===== src/core/dpsu_pkg.sv =====
// Shared constants and types for the drive password set and unlock logic
package dpsu_pkg;

    // ----------------------------------------
    // Register map (byte addresses)
    // ----------------------------------------
    localparam int ADDR_W = 8;
    localparam logic [ADDR_W-1:0] ADDR_ERROR = 8'h00;
    localparam logic [ADDR_W-1:0] ADDR_DEVHEAD = 8'h04;
    localparam logic [ADDR_W-1:0] ADDR_CMD = 8'h08;
    localparam logic [ADDR_W-1:0] ADDR_STATUS = 8'h0C;
    localparam logic [ADDR_W-1:0] ADDR_DATA = 8'h10;
    localparam logic [ADDR_W-1:0] ADDR_SECSTATE = 8'h14;
    localparam logic [ADDR_W-1:0] ADDR_CTRL = 8'h18;

    // ----------------------------------------
    // Opcodes and bit positions
    // ----------------------------------------
    localparam logic [7:0] OPC_SET_PWD = 8'hF1;
    localparam logic [7:0] OPC_UNLOCK = 8'hF2;
    localparam logic [7:0] OPC_FREEZE = 8'hF5;
    localparam int STAT_BUSY = 7;
    localparam int STAT_READY = 6;
    localparam int STAT_FAULT = 5;
    localparam int STAT_DRQ = 3;
    localparam int STAT_ERR = 0;
    localparam int ERR_COMMAND_REJECTED_FLAG = 2;
    localparam int DEV_BIT = 4;
    localparam int CW_ID_BIT = 0;
    localparam int CW_LVL_BIT = 8;
    localparam int CTRL_SUPPORT = 0;
    localparam logic [31:0] CTRL_RESET = 32'h0000_0001;

    // ----------------------------------------
    // Parameter sector layout
    // ----------------------------------------
    localparam int WORD_W = 16;
    localparam int PWD_WORDS = 16;
    localparam logic [7:0] WORD_CTRL = 8'h00;
    localparam logic [7:0] WORD_PWD_FIRST = 8'h01;
    localparam logic [7:0] WORD_PWD_LAST = 8'h10;
    localparam logic [7:0] WORD_REV = 8'h11;
    localparam logic [7:0] WORD_LAST = 8'hFF;
    localparam logic [15:0] REV_DEFAULT = 16'hFFFE;
    localparam logic [15:0] REV_RESERVED = 16'hFFFF;
    localparam logic [2:0] TRIES_INIT = 3'h5;

    // ----------------------------------------
    // Types
    // ----------------------------------------
    typedef enum logic [3:0] {
        S_IDLE = 4'b0001,
        S_DECODE = 4'b0010,
        S_XFER = 4'b0100,
        S_FINISH = 4'b1000
    } dpsu_state_e;

    typedef struct packed {
        logic psel;
        logic penable;
        logic pwrite;
        logic [ADDR_W-1:0] paddr;
        logic [31:0] pwdata;
    } dpsu_apb_s;

    typedef struct packed {
        logic [15:0] rev;
        logic [2:0] tries;
        logic level_max;
        logic armed;
        logic locked;
        logic frozen;
    } dpsu_sec_s;

endpackage : dpsu_pkg


===== src/core/dpsu_core.sv =====
// Security set password and unlock command engine with an APB register port
//
// Summary of operation
// - Good completion clears busy, fault, data request, error; sets ready.
// - Set password aborts when unsupported, locked or frozen.
// - Listed aborts set only the command rejected bit, error bit 2.
// - Error completion clears busy and data request; error summary follows error bits.
// - Each accepted set password or unlock command takes exactly one 256-word parameter sector; freeze takes none.
// - Word 0 bit 0 picks User or Master, bit 8 picks High or Maximum.
// - Words 1 to 16 hold password; word 17 revision used for Master only.
// - Revision codes up to FFFDh valid, FFFEh default, FFFFh reserved.
// - User at High stores password, arms lock; User or Master unlocks.
// - User at Maximum stores password, arms lock; Master never unlocks.
// - Master set replaces Master password and revision; lock and level kept.
// - Master unlock compares at High, is rejected at Maximum.
// - User unlock compares against stored User password.
// - Mismatch while locked aborts and decrements tries counter starting at five.
// - At zero tries every unlock aborts until a reset restores it.
// - Unlock while unlocked leaves tries counter unchanged.
// - Unlock aborts when unsupported or frozen.
// - Unlock opcode F2h, command then one data-out sector.
// - Unperformable requests may also set command rejected bit.
// - Drive select bit reflects the selected device on every completion.
// - Frozen mode holds until power loss or hardware reset.
// - Set password opcode F1h with data-out sector.
`timescale 1ns/1ns
module dpsu_core
    import dpsu_pkg::*;
(
    // Clock and reset
    input wire logic sys_clk_i,
    input wire logic rstn_i,
    // Hardware reset pulse from the interface logic
    input wire logic hw_reset_i,
    // APB slave
    input wire dpsu_apb_s apb_i,
    output logic [31:0] prdata_o,
    output logic pready_o,
    output logic pslverr_o,
    // Security state
    output logic locked_o,
    output logic frozen_o
);

    // ----------------------------------------
    // Bus decode
    // ----------------------------------------
    logic setup_ph;
    logic wr_acc;
    logic addr_hit;
    logic cmd_wr;
    logic data_wr;
    logic [WORD_W-1:0] wword;

    assign setup_ph = apb_i.psel && !apb_i.penable;
    assign wr_acc = apb_i.psel && apb_i.penable && apb_i.pwrite;
    assign wword = apb_i.pwdata[WORD_W-1:0];

    always_comb begin
        if (apb_i.paddr == ADDR_ERROR) begin
            addr_hit = 1'b1;
        end else if (apb_i.paddr == ADDR_DEVHEAD) begin
            addr_hit = 1'b1;
        end else if (apb_i.paddr == ADDR_CMD) begin
            addr_hit = 1'b1;
        end else if (apb_i.paddr == ADDR_STATUS) begin
            addr_hit = 1'b1;
        end else if (apb_i.paddr == ADDR_DATA) begin
            addr_hit = 1'b1;
        end else if (apb_i.paddr == ADDR_SECSTATE) begin
            addr_hit = 1'b1;
        end else if (apb_i.paddr == ADDR_CTRL) begin
            addr_hit = 1'b1;
        end else begin
            addr_hit = 1'b0;
        end
    end

    // Zero wait states: read data is captured in the setup phase
    assign pready_o = 1'b1;
    assign pslverr_o = apb_i.psel && apb_i.penable && !addr_hit;

    // ----------------------------------------
    // State and registers
    // ----------------------------------------
    dpsu_state_e state_q;
    logic [7:0] opc_q;
    logic [7:0] error_q;
    logic [7:0] dev_head_q;
    logic [31:0] ctrl_q;
    logic busy_q;
    logic ready_q;
    logic drq_q;
    logic [7:0] wcnt_q;
    logic id_master_q;
    logic lvl_new_q;
    logic mismatch;
    dpsu_sec_s sec_q;
    logic [7:0] status;

    assign cmd_wr = wr_acc && (apb_i.paddr == ADDR_CMD) && (state_q == S_IDLE);
    // Data words outside a requested sector are dropped
    assign data_wr = wr_acc && (apb_i.paddr == ADDR_DATA) && drq_q && (state_q == S_XFER);

    // ----------------------------------------
    // Command decode
    // ----------------------------------------
    logic is_set;
    logic is_unl;
    logic is_frz;
    logic supported;
    logic pre_abort;
    logic go_xfer;
    logic fin_abort;
    logic master_barred;

    assign is_set = (opc_q == OPC_SET_PWD);
    assign is_unl = (opc_q == OPC_UNLOCK);
    assign is_frz = (opc_q == OPC_FREEZE);
    assign supported = ctrl_q[CTRL_SUPPORT] && (is_set || is_unl || is_frz);

    always_comb begin
        pre_abort = !supported;
        if (is_set && (sec_q.locked || sec_q.frozen)) begin
            pre_abort = 1'b1;
        end
        if (is_unl && (sec_q.frozen || (sec_q.tries == '0))) begin
            pre_abort = 1'b1;
        end
        if (is_frz && sec_q.locked) begin
            pre_abort = 1'b1;
        end
    end

    assign go_xfer = (is_set || is_unl) && !pre_abort;

    assign master_barred = id_master_q && sec_q.level_max;
    assign fin_abort = is_unl && (master_barred || mismatch);

    // ----------------------------------------
    // Sequencer
    // ----------------------------------------
    always_ff @(posedge sys_clk_i or negedge rstn_i) begin
        if (!rstn_i) begin
            state_q <= S_IDLE;
        end else if (hw_reset_i) begin
            state_q <= S_IDLE;
        end else begin
            case (state_q)
                S_IDLE: begin
                    if (cmd_wr) begin
                        state_q <= S_DECODE;
                    end
                end
                S_DECODE: begin
                    state_q <= go_xfer ? S_XFER : S_IDLE;
                end
                S_XFER: begin
                    if (data_wr && (wcnt_q == WORD_LAST)) begin
                        state_q <= S_FINISH;
                    end
                end
                S_FINISH: begin
                    state_q <= S_IDLE;
                end
                default: begin
                    state_q <= S_IDLE;
                end
            endcase
        end
    end

    always_ff @(posedge sys_clk_i or negedge rstn_i) begin
        if (!rstn_i) begin
            opc_q <= '0;
        end else if (cmd_wr) begin
            opc_q <= apb_i.pwdata[7:0];
        end
    end

    always_ff @(posedge sys_clk_i or negedge rstn_i) begin
        if (!rstn_i) begin
            wcnt_q <= '0;
            id_master_q <= 1'b0;
            lvl_new_q <= 1'b0;
        end else if (state_q == S_DECODE) begin
            wcnt_q <= '0;
        end else if (data_wr) begin
            wcnt_q <= wcnt_q + 8'h01;
            if (wcnt_q == WORD_CTRL) begin
                id_master_q <= wword[CW_ID_BIT];
                lvl_new_q <= wword[CW_LVL_BIT];
            end
        end
    end

    // ----------------------------------------
    // Password bank
    // ----------------------------------------
    logic pwd_word;
    logic [3:0] pwd_idx;
    logic [7:0] pwd_off;

    // words 1 to 16 carry the password
    assign pwd_word = data_wr && (wcnt_q >= WORD_PWD_FIRST) && (wcnt_q <= WORD_PWD_LAST);
    assign pwd_off = wcnt_q - WORD_PWD_FIRST;
    assign pwd_idx = pwd_off[3:0];

    dpsu_pwd_bank #(
        .WORDS(PWD_WORDS),
        .W(WORD_W)
    ) u_bank (
        .sys_clk_i(sys_clk_i),
        .rstn_i(rstn_i),
        .clr_i(state_q == S_DECODE),
        .we_i(pwd_word && is_set),
        .cmp_i(pwd_word && is_unl),
        .sel_master_i(id_master_q),
        .idx_i(pwd_idx),
        .word_i(wword),
        .mismatch_o(mismatch)
    );

    // ----------------------------------------
    // Task-file flags
    // ----------------------------------------
    always_ff @(posedge sys_clk_i or negedge rstn_i) begin
        if (!rstn_i) begin
            busy_q <= 1'b0;
            ready_q <= 1'b1;
            drq_q <= 1'b0;
            error_q <= '0;
        end else if (hw_reset_i) begin
            busy_q <= 1'b0;
            ready_q <= 1'b1;
            drq_q <= 1'b0;
            error_q <= '0;
        end else if (cmd_wr) begin
            busy_q <= 1'b1;
            ready_q <= 1'b0;
            error_q <= '0;
        end else if (state_q == S_DECODE) begin
            busy_q <= 1'b0;
            drq_q <= go_xfer;
            ready_q <= !go_xfer;
            error_q[ERR_COMMAND_REJECTED_FLAG] <= pre_abort;
        end else if (data_wr && (wcnt_q == WORD_LAST)) begin
            busy_q <= 1'b1;
            drq_q <= 1'b0;
        end else if (state_q == S_FINISH) begin
            busy_q <= 1'b0;
            ready_q <= 1'b1;
            error_q[ERR_COMMAND_REJECTED_FLAG] <= fin_abort;
        end
    end

    // ----------------------------------------
    // Security state
    // ----------------------------------------
    always_ff @(posedge sys_clk_i or negedge rstn_i) begin
        if (!rstn_i) begin
            sec_q.frozen <= 1'b0;
            sec_q.locked <= 1'b0;
            sec_q.armed <= 1'b0;
            sec_q.level_max <= 1'b0;
            sec_q.tries <= TRIES_INIT;
            sec_q.rev <= REV_DEFAULT;
        end else if (hw_reset_i) begin
            sec_q.frozen <= 1'b0;
            sec_q.locked <= sec_q.armed;
            sec_q.tries <= TRIES_INIT;
        end else begin
            if ((state_q == S_DECODE) && is_frz && !pre_abort) begin
                sec_q.frozen <= 1'b1;
            end
            if (data_wr && is_set && id_master_q && (wcnt_q == WORD_REV) && (wword != REV_RESERVED)) begin
                sec_q.rev <= wword;
            end
            if ((state_q == S_FINISH) && is_set && !id_master_q) begin
                sec_q.armed <= 1'b1;
                sec_q.level_max <= lvl_new_q;
            end
            if ((state_q == S_FINISH) && is_unl) begin
                if (!fin_abort) begin
                    sec_q.locked <= 1'b0;
                end else if (mismatch && !master_barred && sec_q.locked && (sec_q.tries != '0)) begin
                    sec_q.tries <= sec_q.tries - 3'h1;
                end
            end
        end
    end

    assign locked_o = sec_q.locked;
    assign frozen_o = sec_q.frozen;

    // ----------------------------------------
    // Software registers
    // ----------------------------------------
    // drive select held for completions
    always_ff @(posedge sys_clk_i or negedge rstn_i) begin
        if (!rstn_i) begin
            dev_head_q <= '0;
        end else if (wr_acc && (apb_i.paddr == ADDR_DEVHEAD)) begin
            dev_head_q <= apb_i.pwdata[7:0];
        end
    end

    // Feature enable lets software model a drive without the security set
    always_ff @(posedge sys_clk_i or negedge rstn_i) begin
        if (!rstn_i) begin
            ctrl_q <= CTRL_RESET;
        end else if (wr_acc && (apb_i.paddr == ADDR_CTRL)) begin
            ctrl_q <= apb_i.pwdata & CTRL_RESET;
        end
    end

    always_comb begin
        status = '0;
        status[STAT_BUSY] = busy_q;
        status[STAT_READY] = ready_q;
        status[STAT_FAULT] = 1'b0;
        status[STAT_DRQ] = drq_q;
        status[STAT_ERR] = |error_q;
    end

    always_ff @(posedge sys_clk_i or negedge rstn_i) begin
        if (!rstn_i) begin
            prdata_o <= '0;
        end else if (setup_ph && !apb_i.pwrite) begin
            if (apb_i.paddr == ADDR_ERROR) begin
                prdata_o <= {24'h000000, error_q};
            end else if (apb_i.paddr == ADDR_DEVHEAD) begin
                prdata_o <= {24'h000000, dev_head_q};
            end else if (apb_i.paddr == ADDR_STATUS) begin
                prdata_o <= {24'h000000, status};
            end else if (apb_i.paddr == ADDR_SECSTATE) begin
                prdata_o <= {9'h000, sec_q};
            end else if (apb_i.paddr == ADDR_CTRL) begin
                prdata_o <= ctrl_q;
            end else begin
                prdata_o <= '0;
            end
        end
    end

    logic [8:0] words_seen_q;
    always_ff @(posedge sys_clk_i or negedge rstn_i) begin
        if (!rstn_i) begin
            words_seen_q <= '0;
        end else if (state_q == S_DECODE) begin
            words_seen_q <= '0;
        end else if (data_wr) begin
            words_seen_q <= words_seen_q + 9'h001;
        end
    end
endmodule : dpsu_core


===== src/core/dpsu_pwd_bank.sv =====
// Stored User and Master passwords with a running word compare
`timescale 1ns/1ns
module dpsu_pwd_bank
    import dpsu_pkg::*;
#(
    parameter int WORDS = PWD_WORDS,
    parameter int W = WORD_W
) (
    // Clock and reset
    input wire logic sys_clk_i,
    input wire logic rstn_i,
    // Word stream
    input wire logic clr_i,
    input wire logic we_i,
    input wire logic cmp_i,
    input wire logic sel_master_i,
    input wire logic [$clog2(WORDS)-1:0] idx_i,
    input wire logic [W-1:0] word_i,
    // Result
    output logic mismatch_o
);

    logic [W-1:0] user_q [WORDS];
    logic [W-1:0] master_q [WORDS];
    logic [W-1:0] ref_word;

    assign ref_word = sel_master_i ? master_q[idx_i] : user_q[idx_i];

    // Blank passwords after power-on; nothing here is kept across power loss
    always_ff @(posedge sys_clk_i or negedge rstn_i) begin
        if (!rstn_i) begin
            for (int i = 0; i < WORDS; i++) begin
                user_q[i] <= '0;
                master_q[i] <= '0;
            end
        end else if (we_i) begin
            if (sel_master_i) begin
                master_q[idx_i] <= word_i;
            end else begin
                user_q[idx_i] <= word_i;
            end
        end
    end

    always_ff @(posedge sys_clk_i or negedge rstn_i) begin
        if (!rstn_i) begin
            mismatch_o <= 1'b0;
        end else if (clr_i) begin
            mismatch_o <= 1'b0;
        end else if (cmp_i && (ref_word != word_i)) begin
            mismatch_o <= 1'b1;
        end
    end

endmodule : dpsu_pwd_bank


===== config.mk =====
export PLATFORM = sky130hd
export DESIGN_NAME = dpsu_core
export DESIGN_NICKNAME = d
export VERILOG_FILES = /design/src/core/dpsu_pkg.sv /design/src/core/dpsu_core.sv /design/src/core/dpsu_pwd_bank.sv
export SDC_FILE = /design/constraint.sdc
export NUM_CORES = 1
export LEC_CHECK = 0
export ABC_AREA = 1
export BUFFER_PORTS_ARGS = -buffer_cell sky130_fd_sc_hd__clkbuf_2
export CAP_MARGIN = 20
export CORE_MARGIN = 2
export CORE_UTILIZATION = 50
export DETAILED_ROUTE_END_ITERATION = 7
export PLACE_DENSITY = 0.75
export REMOVE_ABC_BUFFERS = 1
export SLEW_MARGIN = 20
export SYNTH_ARGS = -nofsm -noshare
export SYNTH_HDL_FRONTEND = slang
export SYNTH_SLANG_ARGS = --single-unit

===== constraint.sdc =====
create_clock -name sys_clk_i -period 3.2 [get_ports sys_clk_i]
set_input_delay 0.16 -clock sys_clk_i [delete_from_list [all_inputs] [get_ports sys_clk_i]]
set_output_delay 0.16 -clock sys_clk_i [all_outputs]
set_load 0.01 [all_outputs]

# Word level (Yosys, flattened, before mapping)
# Cells that the tools add are included.
# Widths: inputs -> output; s select.
[totals] reg_bits=610 out_inout_bits=36
[classes] add_sub_neg=3 magnitude_cmp=4 eq_ne=22 n_mux=64 bitwise_logic=4 reduce_logical=76
[ops] op="$bwmux 256" n=2
[ops] op="$bmux 16 s4" n=2
[ops] op="$mux 16" n=6
[ops] op="$mux 23" n=4
[ops] op="$demux 16 s4" n=1
[ops] op="$logic_and 1x1->1" n=38
[ops] op="$mux 1" n=34
[ops] op="$eq 8x5->1 const B" n=4
[ops] op="$eq 8x8->1 const B" n=4
[ops] op="$mux 8" n=3
[ops] op="$eq 8x4->1 const B" n=2
[ops] op="$logic_not 8->1" n=2
[ops] op="$ne 16x16->1" n=1
[ops] op="$ne 16x16->1 const B" n=1
[ops] op="$reduce_and 2->1" n=8
[ops] op="$mux 3" n=5
[ops] op="$reduce_bool 2->1" n=7
[ops] op="$mux 4" n=3
[ops] op="$pmux 4 s3" n=1
[ops] op="$add 8x1->8 const B" n=1
[ops] op="$eq 8x3->1 const B" n=1
[ops] op="$ge 8x1->1 const B" n=1
[ops] op="$le 8x5->1 const B" n=1
[ops] op="$logic_not 1->1" n=8
[ops] op="other kinds (23)" n=33

# Logic depth before layout (Yosys ltp)
[logic_depth] word_depth=14 mapped_depth=24

# By module
# From an unflattened synthesis, not the netlist that was laid out.
[hier_totals] cells_unflattened=3634 area_unflattened_um2=27694.1
[by_module_without_submodules] module="dpsu_pwd_bank" instances=1 cells_each=3109 area_each_um2=23542.6
[by_module_without_submodules] module="dpsu_core" instances=1 cells_each=525 area_each_um2=4151.5

# Worst setup path after synthesis
# OpenSTA, ideal clock, no wires.
[synth_timing] kind="register to register" startpoint="register wcnt_q[0]" endpoint="register u_bank.mismatch_o" setup_time_ps=121 arrival_time_ps=2733 required_ps=3079 slack_ps=346 stages_incl_launch_ff=24 n_path_buf=5 synth_period_minus_slack_ps=2854 cell_sequence="dfrtp_1 -> buf_2 -> inv_2 -> buf_2 -> buf_2 -> ha_1 -> inv_1 -> buf_2 -> buf_1 -> nand3_1 -> nand2_1 -> nand2_1 -> nand2_1 -> nand2_1 -> nand2_1 -> nand2_1 -> nand3_1 -> nand2_1 -> nor2_1 -> nand2_1 -> nor2_1 -> nand2_1 -> nand2_1 -> o21ai_1"
[synth_between] elab_chain_len=9
[synth_rtl] item="start: declaration" line_no="dpsu_core.sv:94" text="logic [7:0] wcnt_q;"
[synth_rtl] item="start signal: assignment" line_no="dpsu_core.sv:189" text="wcnt_q <= wcnt_q + 8'h01;"
[synth_rtl] item="$sub 4x1->4" line_no="dpsu_core.sv:206" text="assign pwd_off = wcnt_q - WORD_PWD_FIRST;"
[synth_rtl] item="$not 4->5 (not written as such)" line_no="dpsu_pwd_bank.sv:27" text="assign ref_word = sel_master_i ? master_q[idx_i] : user_q[idx_i];"
[synth_rtl] item="$bmux 16 s4" line_no="dpsu_pwd_bank.sv:27"
[synth_rtl] item="$mux 16 (not written as such) (2 in a row)" line_no="dpsu_pwd_bank.sv:27"
[synth_rtl] item="$mux 16" line_no="dpsu_pwd_bank.sv:27"
[synth_rtl] item="$ne 16x16->1" line_no="dpsu_pwd_bank.sv:50" text="end else if (cmp_i && (ref_word != word_i)) begin"
[synth_rtl] item="$logic_and 1x1->1 *" line_no="dpsu_pwd_bank.sv:50"
[synth_rtl] item="$reduce_bool 2->1 (no line) *"
[synth_rtl] item="end signal: assignment" line_no="dpsu_pwd_bank.sv:47" text="mismatch_o <= 1'b0;"
[synth_rtl] item="end signal: assignment" line_no="dpsu_pwd_bank.sv:49" text="mismatch_o <= 1'b0;"
[synth_rtl] item="end signal: assignment" line_no="dpsu_pwd_bank.sv:51" text="mismatch_o <= 1'b1;"
[synth_rtl] item="end: declaration" line_no="dpsu_pwd_bank.sv:20" text="output logic mismatch_o"
# Mark *: on every way between the ends. The rest lies on a longest branch, timed or not. The select of a mux whose other input is x is not followed.
# A chain may end at the register's enable or synchronous reset.

# Worst setup path after layout
# Same ends and word-level chain as after synthesis.

==> metrics.yaml <==
max_stage_delay_ns: 0.54
p_per_area_mw_per_mm2: 482.8
diodes: 0
ys_seq_area_share_pct: 51.81
r2r_slack_ns: 0.18
routed-via-count: 24210
initial_core_util_pct: 50.77
grt_setup_unrepaired: "false"
arrival_ns: 3.53
tightest_slew_ns: 0.8543
post-place-ws_ns: 0.08718
numClockSinks: 594
worstPathMaxFanout: 72
power_uw: 15030
worstHoldPathType: "input port to register"
ctsRootBufferMaster: "clkbuf_16"
yosys-top-cells-count: "1642 x nand2_1, 574 x dfrtp_1, 306 x nand3_1"
final_area_mm2: 0.03112
core_mm2: 0.05660
rows: 87
crit_chain: "inv_8 > ha_4 > inv_4 > buf_12 > nand3_1 > nand2_1 > nand2_1 > nand2_1 > nand2_1 > nand2_1 > nand2_1 > nand3_1 > nand2_1 > nor2_1 > nand2_1 > nor2_1 > nand2_1 > nand2_1 > o21ai_1"
p_leak_uw: 0.01452
areaGrowthSynthToFinish_pct: 8.303
die-area_mm2: 0.05941
p_clk_share_pct: 46.3
violations: "design-rule violations"
fin_crit_sh_pct: 94.39
via_per_inst: 5.570
yosysTopAreaCell: "dfrtp_1"
synth.area.top_cells: "dfrtp_1 50%, nand2_1 21%, nand3_1 5.3%"
synth_flop_cell: "dfrtp_1"
hold_path.startpoint: "apb_i[40]"
cts_buffer_depth: 3
ant_nets: 0
synthDistinctLibCells: 48
hpwl_um: 44740
gp_congestion: 0.9262
dpl_cell_area_mm2: 0.02903
cp_common_cell: "nand2_1"
dieHeight_um: 243.7
io_buffers: 55
outcome: "finished, violations left"
syn_area_per_cell_um2: 7.937
switching_share_pct: 22.62
routed_wirelength_um: 78240
cts_tree: "yes"
netlist_area_mm2: 0.02874
die-width_um: 243.7
min_to: "wcnt_q[4]$_DFFE_PN0P_"
grt_pass1_wl_um: 125000
antenna_found_initial: 0
grt-ovfl-total: 0
min_period_ns: 3.020
drive_gt1_share_pct: 9.385
fin_ws_ns: 0.1795
synth_most_common_cell: "nand2_1"
dr.pass1.iters: 8
slew_headroom_pct: 43.05
final_nets: 3599
ios: 82
clk_latency_ns: 0.63
fmax_ghz: 0.3311
drt_iter0_markers: 2480
ir_drop_v: 0.0004728
critPathLaunch: "wcnt_q[0]$_DFFE_PN0P_"
cp-start-kind: "register"
fin_tns_setup_ns: 0
synth.ff_latch_count: 594
slowest_stage: "dfrtp_4"
grt_max_degree: 143
async_flop_share_pct: 100.0
synth_edf_count: 0
worstSetupPathType: "register to register"
finalClockSkew_ns: 0.01906
rr_endpoint: "u_bank.mismatch_o$_DFFE_PN0P_"
grt_use_total_pct: 26.27
h-tree-depth: 2
yosys_warnings: 0
numCtsBuffers: 58
power_frac_comb_pct: 3.6
holdPathStages: 5
synth_top_cell_area_share_pct: 49.98
rr_worst_depth: 19
post_drt_wl_per_cell_um: 18.00
fin_util_pct: 54.99
finalHoldViolations: 0
required_ns: 3.71
switchingPower_uw: 3400
r2r-start: "wcnt_q[0]$_DFFE_PN0P_"
clk_pin_slew_ns: 0.06
drv_cap: 0
slew_violations: 0
setup_violations: 0
grt_pass1_vias: 22710
end_kind: "register"
intPower_uw: 11630
seq_power_share_pct: 50.2
syn_inst: 3621
drcViolationCount: 1
-- area by class of cell --
cell class / instances / area (um2)
Inverter: 73 / 285.3
Multi-Input combinational cell: 2685 / 11930
Timing Repair Buffer: 132 / 1134
Fill cell: 5264 / 25480
Sequential cell: 594 / 14890
Tap cell: 756 / 945.9
Clock buffer: 93 / 1764
Clock inverter: 14 / 175.2
-- worst max-delay path by stage --
stage                                            endpoint  slack (ns)  depth (start not counted)
final                       u_bank.mismatch_o$_DFFE_PN0P_        0.18                         19
after global routing        u_bank.mismatch_o$_DFFE_PN0P_       0.007                         19
after CTS                 u_bank.master_q[18]$_DFFE_PN0P_        0.07                         12
after detailed placement  u_bank.master_q[29]$_DFFE_PN0P_        0.09                         12
after global placement    u_bank.master_q[16]$_DFFE_PN0P_         0.1                         12
after floorplan             u_bank.mismatch_o$_DFFE_PN0P_      -11.28                         17
-- cells in the final DEF (no fill, tap or decap), drive strengths merged, types with 2 or more instances in the layout --
cell type    synthesis  layout
a2111oi              2       2
nand2             1663    1663
bufinv               0       3
nor3                12      12
clkbuf              99     148
dfstp               20      20
o31ai                2       2
o22ai                3       3
nand4               11      11
nand3              307     307
dlygate4sd3          0       8
nor4                 7       7
o2111ai              2       2
a221oi               2       2
conb                 2      10
xor2                 3       3
clkinv               8      16
ha                   9       9
buf                178      69
o21ai              571     571
inv                 65      65
a21oi               11      11
a211oi               2       2
dfrtp              574     574
nor2                59      59
clkinvlp             0       3
o211ai               2       2
-- critical path, delay by kind of cell (launching register included) --
family	cells	cell delay [ns]
adders and majority gates	1	0.24
buffers and inverters	3	0.56
and+or+nand+nor	14	1.43
DFF	1	0.54
AOI/OAI and AO/OA	1	0.06
-- kinds of logic (layout without fill, tap and decap cells) --
kind of cell / after synthesis / count (layout) / synth area share [%]
AOI/OAI and AO/OA: 602 / 602 / 11.47
other: 2 / 10 / 0.02613
buffers and inverters: 350 / 312 / 6.935
muxes: 1 / 1 / 0.03918
DFF: 594 / 594 / 51.81
xor gates and xnor gates: 4 / 4 / 0.1219
and+or+nand+nor: 2059 / 2059 / 29.20
adders and majority gates: 9 / 9 / 0.3918
-- what timing repair did --
item	CTS	global route
endpoints found under the hold margin	93	0
hold buffers	8	0
buffers inserted	0	4
setup endpoints to repair	0	11
resized for setup	0	2
-- metrics by stage --
stage	std cells	hold WS [ns]
floorplan	3352	-0.1356
global placement	4227	0.2766
detailed placement	4227	0.2757
CTS	4342	0.006021
global route	4347	0.05388
finish	4347	0.03664
-- metal layers --
metal | part of all wire (%) | global-route usage, %
met1 | 44 | 37.75
met2 | 44 | 39.56
met3 | 8.0 | 4.560
met4 | 4.0 | 10.65
met5 | 0 | 0
-- sequential cells by signal, summed over array words and instances (netlist names) --
register,cells
busy_q,1
dev_head_q,8
u_bank.master_q,256
ctrl_q,1
frozen_o,1
state_q,4
u_bank.user_q,256
u_bank.mismatch_o,1
lvl_new_q,1
ready_q,1
id_master_q,1
error_q,1
prdata_o,23
locked_o,1
opc_q,8
sec_q,21
drq_q,1
wcnt_q,8
-- power by group through the flow --
stage	Clock [uW]	Combinational (uW)	Sequential [uW]
floorplan	0	168	7670
global placement	0	527	7670
detailed placement	0	529	7670
CTS	7040	537	7540
global route	7360	590	7530
finish	6950	537	7540
Note: power is estimated with default switching activity, not from simulation.
